`src/verilog/fine_edge_pkg.sv`:
```
/*
 * Constants for the fine-edge register bank: APB offsets, field positions,
 * reset values and the encodings of the load-event and edge-select fields.
 * Assumes a 32-bit APB with one aligned word per register.
 */
package fine_edge_pkg;

	// ------------------------------------------------------------
	// Register offsets (byte addresses)
	// ------------------------------------------------------------
	localparam logic [7:0] off_compare_a_fine       = 8'h00;
	localparam logic [7:0] off_phase_fine           = 8'h04;
	localparam logic [7:0] off_period_fine          = 8'h08;
	localparam logic [7:0] off_compare_a_fine_alias = 8'h0c;
	localparam logic [7:0] off_period_fine_alias    = 8'h10;
	localparam logic [7:0] off_fine_control         = 8'h14;
	localparam logic [7:0] off_fine_status          = 8'h18;
	localparam logic [7:0] off_timebase_event       = 8'h1c;

	// ------------------------------------------------------------
	// Field layout
	// ------------------------------------------------------------
	localparam int fine_lsb           = 8;
	localparam int fine_msb           = 15;
	localparam int ctl_edge_lsb       = 0;
	localparam int ctl_source_bit     = 2;
	localparam int ctl_load_lsb       = 3;
	localparam int ctl_shadow_bit     = 5;
	localparam int ctl_period_en_bit  = 6;
	localparam int ctl_period_mode    = 7;
	localparam int evt_zero_bit       = 0;
	localparam int evt_period_bit     = 1;

	// ------------------------------------------------------------
	// Reset values
	// ------------------------------------------------------------
	localparam logic [7:0] fine_reset    = 8'h00;
	localparam logic [7:0] control_reset = 8'h00;

	// ------------------------------------------------------------
	// Encodings
	// ------------------------------------------------------------
	typedef enum logic [1:0] {
		load_on_zero,
		load_on_period,
		load_on_either,
		load_reserved
	} fine_load_event_e;

	typedef enum logic [1:0] {
		edge_disabled,
		edge_rising,
		edge_falling,
		edge_both
	} edge_select_e;

endpackage

```
`src/verilog/pwm_fine_edge_registers.sv`:
```
/*
 * Fine-edge register bank of a pulse-width modulator, reached over APB.
 * Holds fine compare A, fine phase and fine period with alias locations,
 * and the control fields that steer the edge positioner.
 * Assumes the time-base zero and period events arrive as pclk pulses.
 */
//
// Functional notes
// - Compare fine count in bits 15-8.
// - Phase fine offset in bits 15-8.
// - Period fine 8 bits, any value.
// - Period fine ignores period load mode.
// - Period fine writes and reads use shadow.
// - Period fine reaches period_fine_applied only when enabled.
// - Both compare locations update same fine.
// - Compare alias writes shadowed per select bit.
// - All fields reset zero; reserved bytes read-only.
// - Shadow loads on zero, period, or either.
// - Edge select: off, rising, falling, both.
// - Source select: compare/period or phase.
`timescale 1ns/10ps
module pwm_fine_edge_registers (
	input  wire logic        pclk,
	input  wire logic        presetn,
	input  wire logic        psel,
	input  wire logic        penable,
	input  wire logic        pwrite,
	input  wire logic [7:0]  paddr,
	input  wire logic [31:0] pwdata,
	output logic      [31:0] prdata,
	output logic             pready,
	output logic             pslverr,
	input  wire logic        counter_zero,
	input  wire logic        counter_period,
	output logic      [7:0]  edge_fine_step,
	output logic      [1:0]  edge_select,
	output logic             edge_from_phase,
	output logic      [7:0]  period_fine_applied
);

	// ------------------------------------------------------------
	// Bus decode
	// ------------------------------------------------------------
	logic [7:0] control;
	logic [1:0] event_seen;
	logic [7:0] cmp_shadow;
	logic [7:0] cmp_active;
	logic [7:0] prd_shadow;
	logic [7:0] prd_active;
	logic [7:0] phase_fine;

	wire logic       wr;
	wire logic       rd;
	wire logic       hit_cmp;
	wire logic       hit_cmp_alias;
	wire logic       hit_phase;
	wire logic       hit_prd;
	wire logic       hit_prd_alias;
	wire logic       hit_ctl;
	wire logic       hit_status;
	wire logic       hit_event;
	wire logic       mapped;
	wire logic [7:0] wr_fine;

	function automatic logic hit(input logic [7:0] a, input logic [7:0] off);
		hit = (a == off);
	endfunction

	assign wr            = psel && penable && pwrite;
	assign rd            = psel && penable && !pwrite;
	assign hit_cmp       = hit(paddr, fine_edge_pkg::off_compare_a_fine);
	assign hit_cmp_alias = hit(paddr, fine_edge_pkg::off_compare_a_fine_alias);
	assign hit_phase     = hit(paddr, fine_edge_pkg::off_phase_fine);
	assign hit_prd       = hit(paddr, fine_edge_pkg::off_period_fine);
	assign hit_prd_alias = hit(paddr, fine_edge_pkg::off_period_fine_alias);
	assign hit_ctl       = hit(paddr, fine_edge_pkg::off_fine_control);
	assign hit_status    = hit(paddr, fine_edge_pkg::off_fine_status);
	assign hit_event     = hit(paddr, fine_edge_pkg::off_timebase_event);
	assign mapped        = hit_cmp | hit_cmp_alias | hit_phase | hit_prd | hit_prd_alias |
		hit_ctl | hit_status | hit_event;
	// Fine byte sits in bits 15-8.
	assign wr_fine = pwdata[fine_edge_pkg::fine_msb:fine_edge_pkg::fine_lsb];

	// Every register answers at once, so no wait state is ever inserted.
	assign pready  = 1'b1;
	// An unmapped address flags an error; its write is dropped and its read is zero.
	assign pslverr = psel && penable && !mapped;

	// ------------------------------------------------------------
	// Control fields
	// ------------------------------------------------------------
	wire logic [1:0] load_code;
	wire logic       cmp_immediate;
	wire logic       period_enable;
	wire logic       load_now;

	assign load_code     = control[fine_edge_pkg::ctl_load_lsb +: 2];
	assign cmp_immediate = control[fine_edge_pkg::ctl_shadow_bit];
	assign period_enable = control[fine_edge_pkg::ctl_period_en_bit];

	assign load_now =
		(load_code == fine_edge_pkg::load_on_zero)   ? counter_zero :
		(load_code == fine_edge_pkg::load_on_period) ? counter_period :
		(load_code == fine_edge_pkg::load_on_either) ? (counter_zero | counter_period) :
		1'b0;

	always_ff @(posedge pclk or negedge presetn)
	begin
		if (!presetn)
		begin
			control <= fine_edge_pkg::control_reset;
		end
		else if (wr && hit_ctl)
		begin
			control <= pwdata[7:0];
		end
	end

	// ------------------------------------------------------------
	// Fine compare A, shared by primary and alias
	// ------------------------------------------------------------
	wire logic cmp_write;

	// Either location writes the same fine part.
	// One storage element behind both addresses.
	assign cmp_write = wr && (hit_cmp || hit_cmp_alias);

	// Shadowing follows the compare shadow select.
	fine_shadow_slot compare_slot (
		.pclk       (pclk),
		.presetn    (presetn),
		.write_en   (cmp_write),
		.write_data (wr_fine),
		.shadowed   (!cmp_immediate),
		.load_now   (load_now),
		.shadow     (cmp_shadow),
		.active     (cmp_active)
	);

	// ------------------------------------------------------------
	// Fine period, shared by primary and alias
	// ------------------------------------------------------------
	wire logic prd_write;

	// Full byte range accepted, no clipping.
	// Period primary and alias share storage.
	assign prd_write = wr && (hit_prd || hit_prd_alias);

	// Always shadowed, period load mode has no say.
	fine_shadow_slot period_slot (
		.pclk       (pclk),
		.presetn    (presetn),
		.write_en   (prd_write),
		.write_data (wr_fine),
		.shadowed   (1'b1),
		.load_now   (counter_zero),
		.shadow     (prd_shadow),
		.active     (prd_active)
	);

	// ------------------------------------------------------------
	// Fine phase and sticky time-base events
	// ------------------------------------------------------------
	wire logic [1:0] event_clear;
	wire logic [1:0] event_set;
	wire logic [1:0] next_event_seen;

	assign event_clear     = (wr && hit_event) ? pwdata[1:0] : 2'h0;
	assign event_set       = {counter_period, counter_zero};
	// Set wins over the write-one clear so no event is lost.
	assign next_event_seen = (event_seen & ~event_clear) | event_set;

	always_ff @(posedge pclk or negedge presetn)
	begin
		if (!presetn)
		begin
			phase_fine <= fine_edge_pkg::fine_reset;
			event_seen <= 2'h0;
		end
		else
		begin
			if (wr && hit_phase)
				phase_fine <= wr_fine;
			event_seen <= next_event_seen;
		end
	end

	// ------------------------------------------------------------
	// Edge positioner outputs
	// ------------------------------------------------------------
	logic [7:0] next_step;
	logic [7:0] next_applied;

	wire logic       source_phase;
	wire logic       period_mode;
	wire logic [1:0] edge_mode;
	wire logic [7:0] step_base;

	assign source_phase = control[fine_edge_pkg::ctl_source_bit];
	assign period_mode  = control[fine_edge_pkg::ctl_period_mode];
	assign edge_mode    = control[fine_edge_pkg::ctl_edge_lsb +: 2];

	assign step_base = period_mode ? prd_active : cmp_active;
	assign next_step = source_phase ? phase_fine : step_base;
	// Period fine reaches period_fine_applied only when enabled.
	assign next_applied = period_enable ? prd_active : 8'h00;

	always_ff @(posedge pclk or negedge presetn)
	begin
		if (!presetn)
		begin
			edge_fine_step      <= 8'h00;
			edge_select         <= 2'h0;
			edge_from_phase     <= 1'b0;
			period_fine_applied <= 8'h00;
		end
		else
		begin
			edge_fine_step      <= next_step;
			edge_select         <= edge_mode;
			edge_from_phase     <= source_phase;
			period_fine_applied <= next_applied;
		end
	end

	// ------------------------------------------------------------
	// Read data
	// ------------------------------------------------------------
	logic [31:0] read_mux;

	wire logic [31:0] word_cmp;
	wire logic [31:0] word_phase;
	wire logic [31:0] word_prd;
	wire logic [31:0] word_ctl;
	wire logic [31:0] word_status;
	wire logic [31:0] word_event;
	wire logic        read_setup;

	function automatic logic [31:0] fine_word(input logic [7:0] b);
		fine_word = {16'h0, b, 8'h00};
	endfunction

	assign word_cmp    = fine_word(cmp_shadow);
	assign word_phase  = fine_word(phase_fine);
	// Period read returns the shadow copy.
	assign word_prd    = fine_word(prd_shadow);
	assign word_ctl    = {24'h0, control};
	assign word_status = {16'h0, prd_active, cmp_active};
	assign word_event  = {30'h0, event_seen};

	// Alias locations fall through to zero; their readback is not meant to be used.
	assign read_mux =
		hit_cmp    ? word_cmp :
		hit_phase  ? word_phase :
		hit_prd    ? word_prd :
		hit_ctl    ? word_ctl :
		hit_status ? word_status :
		hit_event  ? word_event :
		32'h0;

	// Capturing in the setup cycle lets pready stay high with no wait state.
	assign read_setup = psel && !penable && !pwrite;

	always_ff @(posedge pclk or negedge presetn)
	begin
		if (!presetn)
			prdata <= 32'h0;
		else if (read_setup)
			prdata <= read_mux;
	end

endmodule

```
`src/verilog/fine_shadow_slot.sv`:
```
/*
 * One fine value with a shadow and an active copy.
 * Assumes the write strobe and load strobe are on pclk.
 */
`timescale 1ns/10ps
module fine_shadow_slot (
	input  wire logic       pclk,
	input  wire logic       presetn,
	input  wire logic       write_en,
	input  wire logic [7:0] write_data,
	input  wire logic       shadowed,
	input  wire logic       load_now,
	output logic      [7:0] shadow,
	output logic      [7:0] active
);

	// ------------------------------------------------------------
	// Storage
	// ------------------------------------------------------------
	wire logic [7:0] next_shadow;
	wire logic [7:0] next_active;

	assign next_shadow = write_en ? write_data : shadow;
	// A write in the same cycle as a load lands directly in active when immediate.
	assign next_active = (write_en && !shadowed) ? write_data :
		(load_now ? shadow : active);

	always_ff @(posedge pclk or negedge presetn)
	begin
		if (!presetn)
		begin
			shadow <= fine_edge_pkg::fine_reset;
			active <= fine_edge_pkg::fine_reset;
		end
		else
		begin
			shadow <= next_shadow;
			active <= next_active;
		end
	end

endmodule

```
`config.mk`:
```
export PLATFORM = sky130hd
export DESIGN_NAME = pwm_fine_edge_registers
export DESIGN_NICKNAME = d
export VERILOG_FILES = /design/src/verilog/fine_edge_pkg.sv /design/src/verilog/pwm_fine_edge_registers.sv /design/src/verilog/fine_shadow_slot.sv
export SDC_FILE = /design/constraint.sdc
export NUM_CORES = 1
export LEC_CHECK = 0
export BUFFER_PORTS_ARGS = -buffer_cell sky130_fd_sc_hd__buf_4
export CORE_ASPECT_RATIO = 0.9
export CORE_UTILIZATION = 59
export CTS_BUF_LIST = sky130_fd_sc_hd__clkbuf_4 sky130_fd_sc_hd__clkbuf_8
export DETAILED_ROUTE_END_ITERATION = 12
export PLACE_DENSITY = 0.88
export SLEW_MARGIN = 20
export SYNTH_ARGS = -nofsm -noshare
export SYNTH_HDL_FRONTEND = slang
export SYNTH_SLANG_ARGS = --single-unit
```
`constraint.sdc`:
```
create_clock -name pclk -period 5 [get_ports pclk]
set_input_delay 1 -clock pclk [delete_from_list [all_inputs] [get_ports pclk]]
set_output_delay 1 -clock pclk [all_outputs]
set_load 0.01 [all_outputs]
```
==> impl_metrics.py, run 1 <==
metrics = {
    "outcome": {
        "outcome": "completed",
    },
    "cts": {
        "cts_buffer_depth": 2,
        "cts_root_buf": "clkbuf_8",
        "clock-sinks": 85,
        "cts_hold_buffers": 0,
        "tritoncts": "yes",
        "htreeDepth": 3,
        "insertion_delay_ns": 0.34,
        "post_cts_buffers": 0,
        "post_cts_resized": 0,
        "cts_inserted_buffers": 9,
        "clkTransAtPathRegs_ns": 0.08,
    },
    "detailed_routing": {
        "dr_total_vias": 2606,
        "drt.antenna.violating_nets": 0,
        "finalWirelength_um": 8390,
        "drt_pass1_iterations": 5,
        "drt_iter0_markers": 145,
        "wl_per_cell_um": 18.2,
        "vias_per_cell": 5.67,
        "drc": 0,
    },
    "cells_and_area": {
        "finish.utilization_pct": 73.3,
        "final_nets": 415,
        "fillers": 434,
        "finish.instance_area_um2": 4580,
        "drive_gt1_share_pct": 41.3,
        "antenna-diode-count": 0,
        "area_growth_pct": 17.5,
        "instances_no_fill": 460,
    },
    "yosys": {
        "synth_common_cells": "85 x dfrtp_1, 57 x mux2_2, 25 x mux2i_1",
        "synth-compound-area-share_pct": 6.23,
        "async_flop_share_pct": 100,
        "synth_simple_gate_area_share_pct": 7.70,
        "yosysUniqueCellTypes": 32,
        "synth_top_family_by_area": "multiplexers",
        "synthMuxAreaShare_pct": 26.0,
        "syn_inst": 307,
        "synthAdderAreaFrac_pct": 0,
        "synth-edff-count": 0,
        "syn_area_per_cell_um2": 12.7,
        "yosysMostFrequentCell": "dfrtp_1",
        "netlist_area_um2": 3900,
        "ys_top_cells_by_area": "dfrtp_1 55%, mux2_2 16%, mux2i_1 6.4%, buf_4 3.3%, mux2_4 3.1%",
        "synth_seq_cells": 85,
        "ys.flop_type": "dfrtp_1",
        "synth_area_leader_cell": "dfrtp_1",
        "ys_seq_area_share_pct": 54.6,
        "yosys_warnings": 0,
        "synthXorXnorAreaFrac_pct": 0.225,
        "synth_top_area_share_pct": 54.6,
    },
    "global_route": {
        "overflow": 0,
        "track_usage_pct": 26.3,
        "grt_pass1_vias": 2565,
        "antenna_found_initial": 0,
        "grt_pass1_wl_um": 13100,
        "grt_max_degree": 86,
    },
    "place": {
        "dp.cells": 444,
        "hpwl_um": 5790,
        "gp_congestion": 0.865,
        "io_buffers": 66,
        "placed_area_um2": 4380,
    },
    "hold_path": {
        "min_path_type": "reg -> reg",
    },
    "critical_path": {
        "cp-end-kind": "output pin",
        "cp_num_buf_inv": 2,
        "crit_type": "in -> out",
        "crit_chain": "buf_4 > or4_1 > nor2_1 > nor2_1 > buf_4",
        "startpoint_type": "primary input",
        "critPathMaxStageDelay_ns": 0.66,
        "crit_family": "simple AND/OR/NAND/NOR gates",
        "crit_fanout": 8,
        "arrival_ns": 2.51,
        "worstPathRequired_ns": 4.00,
        "slowest_stage": "or4_1",
    },
    "die": {
        "dieArea_um2": 6940,
        "start_util_pct": 62.4,
        "rows": 27,
        "die_x_um": 87.7,
        "die_h_um": 79.1,
        "num_io_pins": 100,
        "design.core.area_um2": 6250,
    },
    "job": {
        "max_cap_viol_count": 0,
    },
    "timing": {
        "slew_headroom_pct": 38.6,
        "timing.final.crit_share_pct": 70.2,
        "hold_violations": 0,
        "fmax_mhz": 285,
        "finalCriticalPeriod_ns": 3.51,
        "worst_slew_pin_slew_ns": 0.921,
        "rsz0062_at_grt": "false",
        "timing.setup.tns_ns": 0,
        "maxSlewViolCount": 0,
        "fin_hold_ws_ns": 0.408,
        "fin_skew_ns": 0.00695,
        "finalSetupViolCount": 0,
    },
    "power_and_ir_drop": {
        "leakage_nw": 2.30,
        "peakVddDrop_mv": 0.242,
        "p_per_area_nw_per_um2": 275,
    },
}
-- cells in the final DEF (no fill, tap or decap), types with 2 or more instances in the layout --
cell and instances:
a22oi_1 15, nor3_1 4, buf_4 67, mux2_4 8, dfrtp_1 85, clkbuf_4 2
o21ai_0 16, nor2_1 4, a21oi_1 3, clkbuf_8 11, nand3_1 3, clkinvlp_4 2
o22ai_1 2, nand4_1 2, nand2_1 21, mux2_2 57, or4_1 2, conb_1 17
mux2i_1 25, a21o_1 3, nor2b_1 2, or3b_2 2, and2_1 8
-- stage by stage --
stage / setup WS [ns] / total power, W
2_1_floorplan: 1.85 / 0.000784
3_3_place_gp: 1.43 / 0.000824
3_5_place_dp: 1.43 / 0.000828
4_1_cts: 1.55 / 0.00127
5_1_grt: 1.42 / 0.00131
6_report: 1.49 / 0.00126
-- routing by layer --
layer	routed length [µm]	global-route usage (%)	up-vias
met4	59	10.3	0
met2	4340	42.5	95
met3	400	6.65	6
met5	0	0	-
met1	3590	34.2	1317
li1	-	-	1188
-- worst reg2reg max path, delay by kind of cell, from the launching register on --
kind	cells	cell delay, ns
AO/OA/AOI/OAI	1	0.72
flip-flops	1	0.42
multiplexers	2	0.69
AND/OR/NAND/NOR	1	0.10
-- state kept, by name, summed over array words and instances, names as in the netlist --
register,flops
period_fine_applied,8
prdata,16
control,8
compare_slot.active,8
edge_select,2
phase_fine,8
event_seen,2
period_slot.active,8
compare_slot.shadow,8
edge_fine_step,8
edge_from_phase,1
period_slot.shadow,8
-- power by group --
group          switching [W]  internal (W)
combinational      0.0000552     0.0000462
sequential         0.0000125      0.000701
clock               0.000228      0.000218
total               0.000295      0.000965
-- path summary, 6_finish.rpt --
check | start | end | slack, ns | depth (start not counted)
max reg2reg | control[3] | compare_slot.active[0] | 2.96 | 4
min | control[0] | edge_select[0] | 0.41 | 0
max in group asynchronous | presetn | compare_slot.active[2] | 3.82 | 1
min in group asynchronous | presetn | edge_select[0] | 0.69 | 1
min reg2reg | control[0] | edge_select[0] | 0.41 | 0
max | paddr[1] | pslverr | 1.49 | 5
-- area by class of cell --
cell class	instances	area (µm²)	share of cell area, %
clock inverter	3	20.0	0.437
sequential	85	2130	46.4
clock buffer	13	166	3.63
inverter	1	3.75	0.0820
multi-input combinational	203	1640	35.8
tap	87	109	2.38
timing repair buffer	68	514	11.2
-- kinds of logic after synthesis --
group	count (synthesis)
buf+inv	34
flops	85
other cells	2
mux	90
simple gates	56
compound gates	39
xor+xnor	1
No activity file was read; power rests on OpenSTA's default activity.
==> run 2: changes to the inputs <==
--- a/config.mk
+++ b/config.mk
@@ -7,10 +7,10 @@
 export LEC_CHECK = 0
 export BUFFER_PORTS_ARGS = -buffer_cell sky130_fd_sc_hd__buf_4
 export CORE_ASPECT_RATIO = 0.9
-export CORE_UTILIZATION = 59
+export CORE_UTILIZATION = 49
 export CTS_BUF_LIST = sky130_fd_sc_hd__clkbuf_4 sky130_fd_sc_hd__clkbuf_8
 export DETAILED_ROUTE_END_ITERATION = 12
-export PLACE_DENSITY = 0.88
+export PLACE_DENSITY = 0.78
 export SLEW_MARGIN = 20
 export SYNTH_ARGS = -nofsm -noshare
 export SYNTH_HDL_FRONTEND = slang
==> constraint.sdc (replaced) <==
create_clock -name pclk -period 3.1 [get_ports pclk]
set_input_delay 0.62 -clock pclk [delete_from_list [all_inputs] [get_ports pclk]]
set_output_delay 0.62 -clock pclk [all_outputs]
set_load 0.01 [all_outputs]
==> impl_metrics.py, run 2 (synthesis results as in run 1) <==
metrics = {
    "timing": {
        "finalCriticalPeriod_ns": 2.62,
        "maxSlewViolCount": 0,
        "finalSetupViolCount": 0,
        "fin_skew_ns": 0.0120,
        "fin_hold_ws_ns": 0.281,
        "rsz0062_at_grt": "false",
        "fmax_mhz": 382,
        "slew_headroom_pct": 49.0,
        "timing.final.crit_share_pct": 84.5,
        "hold_violations": 0,
        "worst_slew_pin_slew_ns": 0.764,
        "timing.setup.tns_ns": 0,
        "setup_ws_ns": 0.481,
    },
    "power_and_ir_drop": {
        "switching_share_pct": 23.9,
        "p_switching_w": 0.000495,
        "p_int_w": 0.00157,
        "leakage_nw": 2.35,
        "peakVddDrop_mv": 0.228,
        "p_per_area_nw_per_um2": 444,
        "combPwrFrac_pct": 8.0,
        "p_clk_share_pct": 36.3,
        "seqPwrFrac_pct": 55.6,
    },
    "cts": {
        "post_cts_buffers": 0,
        "insertion_delay_ns": 0.35,
        "clkTransAtPathRegs_ns": 0.08,
        "htreeDepth": 3,
        "tritoncts": "yes",
        "cts_buffer_depth": 2,
        "cts_inserted_buffers": 9,
        "cts_root_buf": "clkbuf_8",
        "cts_hold_buffers": 0,
        "clock-sinks": 85,
        "post_cts_resized": 0,
    },
    "cells_and_area": {
        "multi_input_area_um2": 1630,
        "largest_register_ffs": 16,
        "area_growth_pct": 19.5,
        "seqCellArea_um2": 2130,
        "layout_common_cells": "85 x dfrtp_1, 77 x buf_4, 57 x mux2_2",
        "drive_gt1_share_pct": 42.3,
        "regMostFlops": "prdata",
        "antenna-diode-count": 0,
        "final_nets": 425,
        "final_common_cell": "dfrtp_1",
        "fillers": 629,
    },
    "detailed_routing": {
        "finalWirelength_um": 8630,
        "drc": 0,
        "dr_total_vias": 2606,
        "vias_per_cell": 5.44,
        "drt_pass1_iterations": 4,
        "drt_iter0_markers": 98,
        "wl_per_cell_um": 18.0,
        "drt.antenna.violating_nets": 0,
    },
    "die": {
        "start_util_pct": 51.2,
        "dieArea_um2": 8320,
        "rows": 30,
        "design.core.area_um2": 7620,
        "die_x_um": 96.0,
        "num_io_pins": 100,
        "die_h_um": 86.6,
    },
    "place": {
        "io_buffers": 66,
        "hpwl_um": 5900,
        "pre_cts_ws_ns": 0.214,
        "gp_congestion": 0.789,
    },
    "global_route": {
        "track_usage_pct": 22.5,
        "grt_pass1_vias": 2575,
        "antenna_found_initial": 0,
        "overflow": 0,
        "grt_max_degree": 86,
        "grt_pass1_wl_um": 13700,
    },
    "job": {
        "max_cap_viol_count": 0,
    },
    "critical_path": {
        "worstPathRequired_ns": 2.48,
        "crit_type": "in -> out",
        "arrival_ns": 2.00,
        "startpoint_type": "primary input",
        "reg2regPathDepth": 5,
        "timing.rr.end": "compare_slot.active[3]",
        "cp-end-kind": "output pin",
        "r2r_setup_slack_ns": 1.47,
        "crit_fanout": 6,
        "reg2reg_from": "control[4]",
    },
    "hold_path": {
        "min_path_type": "in -> async",
    },
    "outcome": {
        "outcome": "completed",
    },
}
-- run 2: metal layers --
metal / vias to the layer above / share of wire (%) / GRT usage [%]
li1: 1201 / - / -
met4: 0 / 1.3 / 5.16
met3: 10 / 5.7 / 5.53
met5: - / 0 / 0
met2: 85 / 48 / 34.9
met1: 1310 / 45 / 32.0
-- run 2: critical path, stage by stage --
cell    delay, ns
buf_4        0.11
or4_1        0.55
buf_4        0.18
nor2_1       0.28
nor2_1       0.09
buf_4        0.15
-- run 2: how the worst max path moves through the flow --
stage               startpoint                     end
finish                paddr[1]                 pslverr
global route          paddr[1]                 pslverr
CTS                   paddr[1]                 pslverr
detailed placement    paddr[1]  compare_slot.active[3]
global placement      paddr[1]  compare_slot.active[4]
floorplan             paddr[1]  compare_slot.active[0]
-- run 2: area by class of cell --
class / count / area share, %
sequential: 85 / 45.6
clock inverter: 3 / 0.403
inverter: 1 / 0.0806
multi-input combinational: 203 / 34.9
tap: 96 / 2.58
timing repair buffer: 78 / 12.6
clock buffer: 13 / 3.71
-- run 2: per-stage QoR --
stage | instance area, µm² | utilization (%) | power, W | std cells
2_1_floorplan | 3960 | - | 0.00126 | 322
3_3_place_gp | 4460 | 58.6 | 0.00133 | 463
3_5_place_dp | 4460 | 58.6 | 0.00134 | 463
4_1_cts | 4660 | 61.1 | 0.00209 | 479
5_1_grt | 4660 | 61.1 | 0.00216 | 479
6_report | 4660 | 61.1 | 0.00207 | 479
-- run 2: power by group through the flow --
stage	combinational [W]	sequential (W)	clock, W
final	0.000166	0.00115	0.000751
after global routing	0.000184	0.00115	0.000820
after CTS	0.000168	0.00115	0.000769
after detailed placement	0.000167	0.00117	0
after global placement	0.000163	0.00117	0
after floorplan	0.0000962	0.00117	0
==> run 3: changes to the inputs <==
--- a/config.mk
+++ b/config.mk
@@ -7,10 +7,10 @@
 export LEC_CHECK = 0
 export BUFFER_PORTS_ARGS = -buffer_cell sky130_fd_sc_hd__buf_4
 export CORE_ASPECT_RATIO = 0.9
-export CORE_UTILIZATION = 49
+export CORE_UTILIZATION = 55
 export CTS_BUF_LIST = sky130_fd_sc_hd__clkbuf_4 sky130_fd_sc_hd__clkbuf_8
 export DETAILED_ROUTE_END_ITERATION = 12
-export PLACE_DENSITY = 0.78
+export PLACE_DENSITY = 0.82
 export SLEW_MARGIN = 20
 export SYNTH_ARGS = -nofsm -noshare
 export SYNTH_HDL_FRONTEND = slang
==> constraint.sdc (replaced) <==
create_clock -name pclk -period 2.7 [get_ports pclk]
set_input_delay 0.54 -clock pclk [delete_from_list [all_inputs] [get_ports pclk]]
set_output_delay 0.54 -clock pclk [all_outputs]
set_load 0.01 [all_outputs]
==> impl_metrics.py, run 3 (synthesis results as in run 1) <==
metrics = {
    "cts": {
        "insertion_delay_ns": 0.35,
        "cts_buffer_depth": 2,
        "cts_inserted_buffers": 9,
        "post_cts_buffers": 0,
        "post_cts_resized": 0,
        "htreeDepth": 3,
        "cts_root_buf": "clkbuf_8",
        "clock-sinks": 85,
        "tritoncts": "yes",
        "cts_hold_buffers": 0,
        "clkTransAtPathRegs_ns": 0.08,
    },
    "place": {
        "io_buffers": 66,
        "dp.cells": 462,
        "gp_congestion": 0.830,
        "hpwl_um": 5980,
    },
    "cells_and_area": {
        "largest_register_ffs": 16,
        "final_nets": 430,
        "seqCellArea_um2": 2130,
        "fillers": 492,
        "area_growth_pct": 19.9,
        "regMostFlops": "prdata",
        "final_common_cell": "dfrtp_1",
        "drive_gt1_share_pct": 43.0,
        "layout_common_cells": "85 x dfrtp_1, 82 x buf_4, 57 x mux2_2",
        "multi_input_area_um2": 1630,
        "antenna-diode-count": 0,
        "instances_no_fill": 478,
    },
    "critical_path": {
        "worstPathRequired_ns": 2.93,
        "startpoint_type": "primary input",
        "reg2regPathDepth": 5,
        "crit_type": "in -> reg",
        "crit_fanout": 8,
        "arrival_ns": 2.62,
        "cp-end-kind": "flip-flop",
        "r2r_setup_slack_ns": 1.12,
    },
    "timing": {
        "maxSlewViolCount": 0,
        "worst_slew_pin_slew_ns": 0.676,
        "finalSetupViolCount": 0,
        "timing.final.crit_share_pct": 88.5,
        "fmax_mhz": 419,
        "rsz0062_at_grt": "false",
        "timing.setup.tns_ns": 0,
        "slew_headroom_pct": 54.9,
        "finalCriticalPeriod_ns": 2.39,
        "fin_skew_ns": 0.00823,
        "hold_violations": 0,
    },
    "die": {
        "start_util_pct": 58.0,
        "die_h_um": 81.9,
        "design.core.area_um2": 6730,
        "num_io_pins": 100,
        "die_x_um": 90.8,
        "dieArea_um2": 7430,
        "rows": 28,
    },
    "detailed_routing": {
        "finalWirelength_um": 8520,
        "dr_total_vias": 2648,
        "drt_pass1_iterations": 4,
        "drt_iter0_markers": 133,
        "drt.antenna.violating_nets": 0,
        "vias_per_cell": 5.54,
        "wl_per_cell_um": 17.8,
        "drc": 0,
    },
    "global_route": {
        "grt_pass1_wl_um": 13800,
        "antenna_found_initial": 0,
        "grt_max_degree": 46,
        "overflow": 0,
        "grt_pass1_vias": 2683,
        "track_usage_pct": 25.1,
    },
    "outcome": {
        "outcome": "completed",
    },
    "power_and_ir_drop": {
        "p_per_area_nw_per_um2": 490,
        "leakage_nw": 2.37,
        "power_w": 0.00229,
        "p_int_w": 0.00174,
        "switching_share_pct": 24.0,
        "peakVddDrop_mv": 0.379,
        "seqPwrFrac_pct": 57.7,
        "p_switching_w": 0.000549,
        "combPwrFrac_pct": 8.6,
        "p_clk_share_pct": 33.7,
    },
    "hold_path": {
        "min_path_type": "in -> async",
    },
    "job": {
        "max_cap_viol_count": 0,
    },
}
run 3: worst max-delay path, stage by stage:
cell and delay, ns:
buf_4 0.11, or4_1 0.53, or4_1 0.47, or4b_1 0.47, buf_4 0.21, mux2_4 0.30
run 3: routing by layer:
| layer | routed length (µm) | share of wire [%] | global-route usage, % |
|---|---|---|---|
| met1 | 3810 | 45 | 34.1 |
| met2 | 4080 | 48 | 40.0 |
| met3 | 528 | 6.2 | 6.67 |
| met4 | 97 | 1.1 | 7.42 |
| met5 | 0 | 0 | 0 |
run 3: final timing paths:
check                                    endpoint      startpoint
setup / recovery           compare_slot.active[6]        paddr[1]
hold / removal                          prdata[0]         presetn
setup reg to reg           compare_slot.active[6]      control[4]
hold reg to reg                    edge_select[0]      control[0]
max in group asynchronous               prdata[6]         presetn
min in group pclk                   event_seen[1]  counter_period
run 3: final cells by class:
class	count	share of cell area (%)
Inverter	1	0.0803
Timing Repair Buffer	83	13.6
Sequential cell	85	45.5
Clock buffer	11	2.97
Multi-Input combinational cell	203	34.8
Tap cell	90	2.41
Clock inverter	5	0.589
run 3: stage by stage:
step | area [µm²] | setup slack [ns] | util [%] | hold WS (ns)
after floorplan | 3960 | 0.00650 | - | 0.244
after global placement | 4510 | -0.0534 | 67.0 | 0.380
after detailed placement | 4510 | -0.0657 | 67.0 | 0.395
after CTS | 4670 | 0.312 | 69.5 | 0.172
after global routing | 4670 | 0.253 | 69.5 | 0.199
final | 4670 | 0.311 | 69.5 | 0.158
run 3: power by group through the flow:
stage | sequential, W | combinational, W | clock [W]
after floorplan | 0.00134 | 0.000110 | 0
after global placement | 0.00134 | 0.000194 | 0
after detailed placement | 0.00135 | 0.000198 | 0
after CTS | 0.00132 | 0.000199 | 0.000792
after global routing | 0.00132 | 0.000217 | 0.000848
final | 0.00132 | 0.000197 | 0.000770
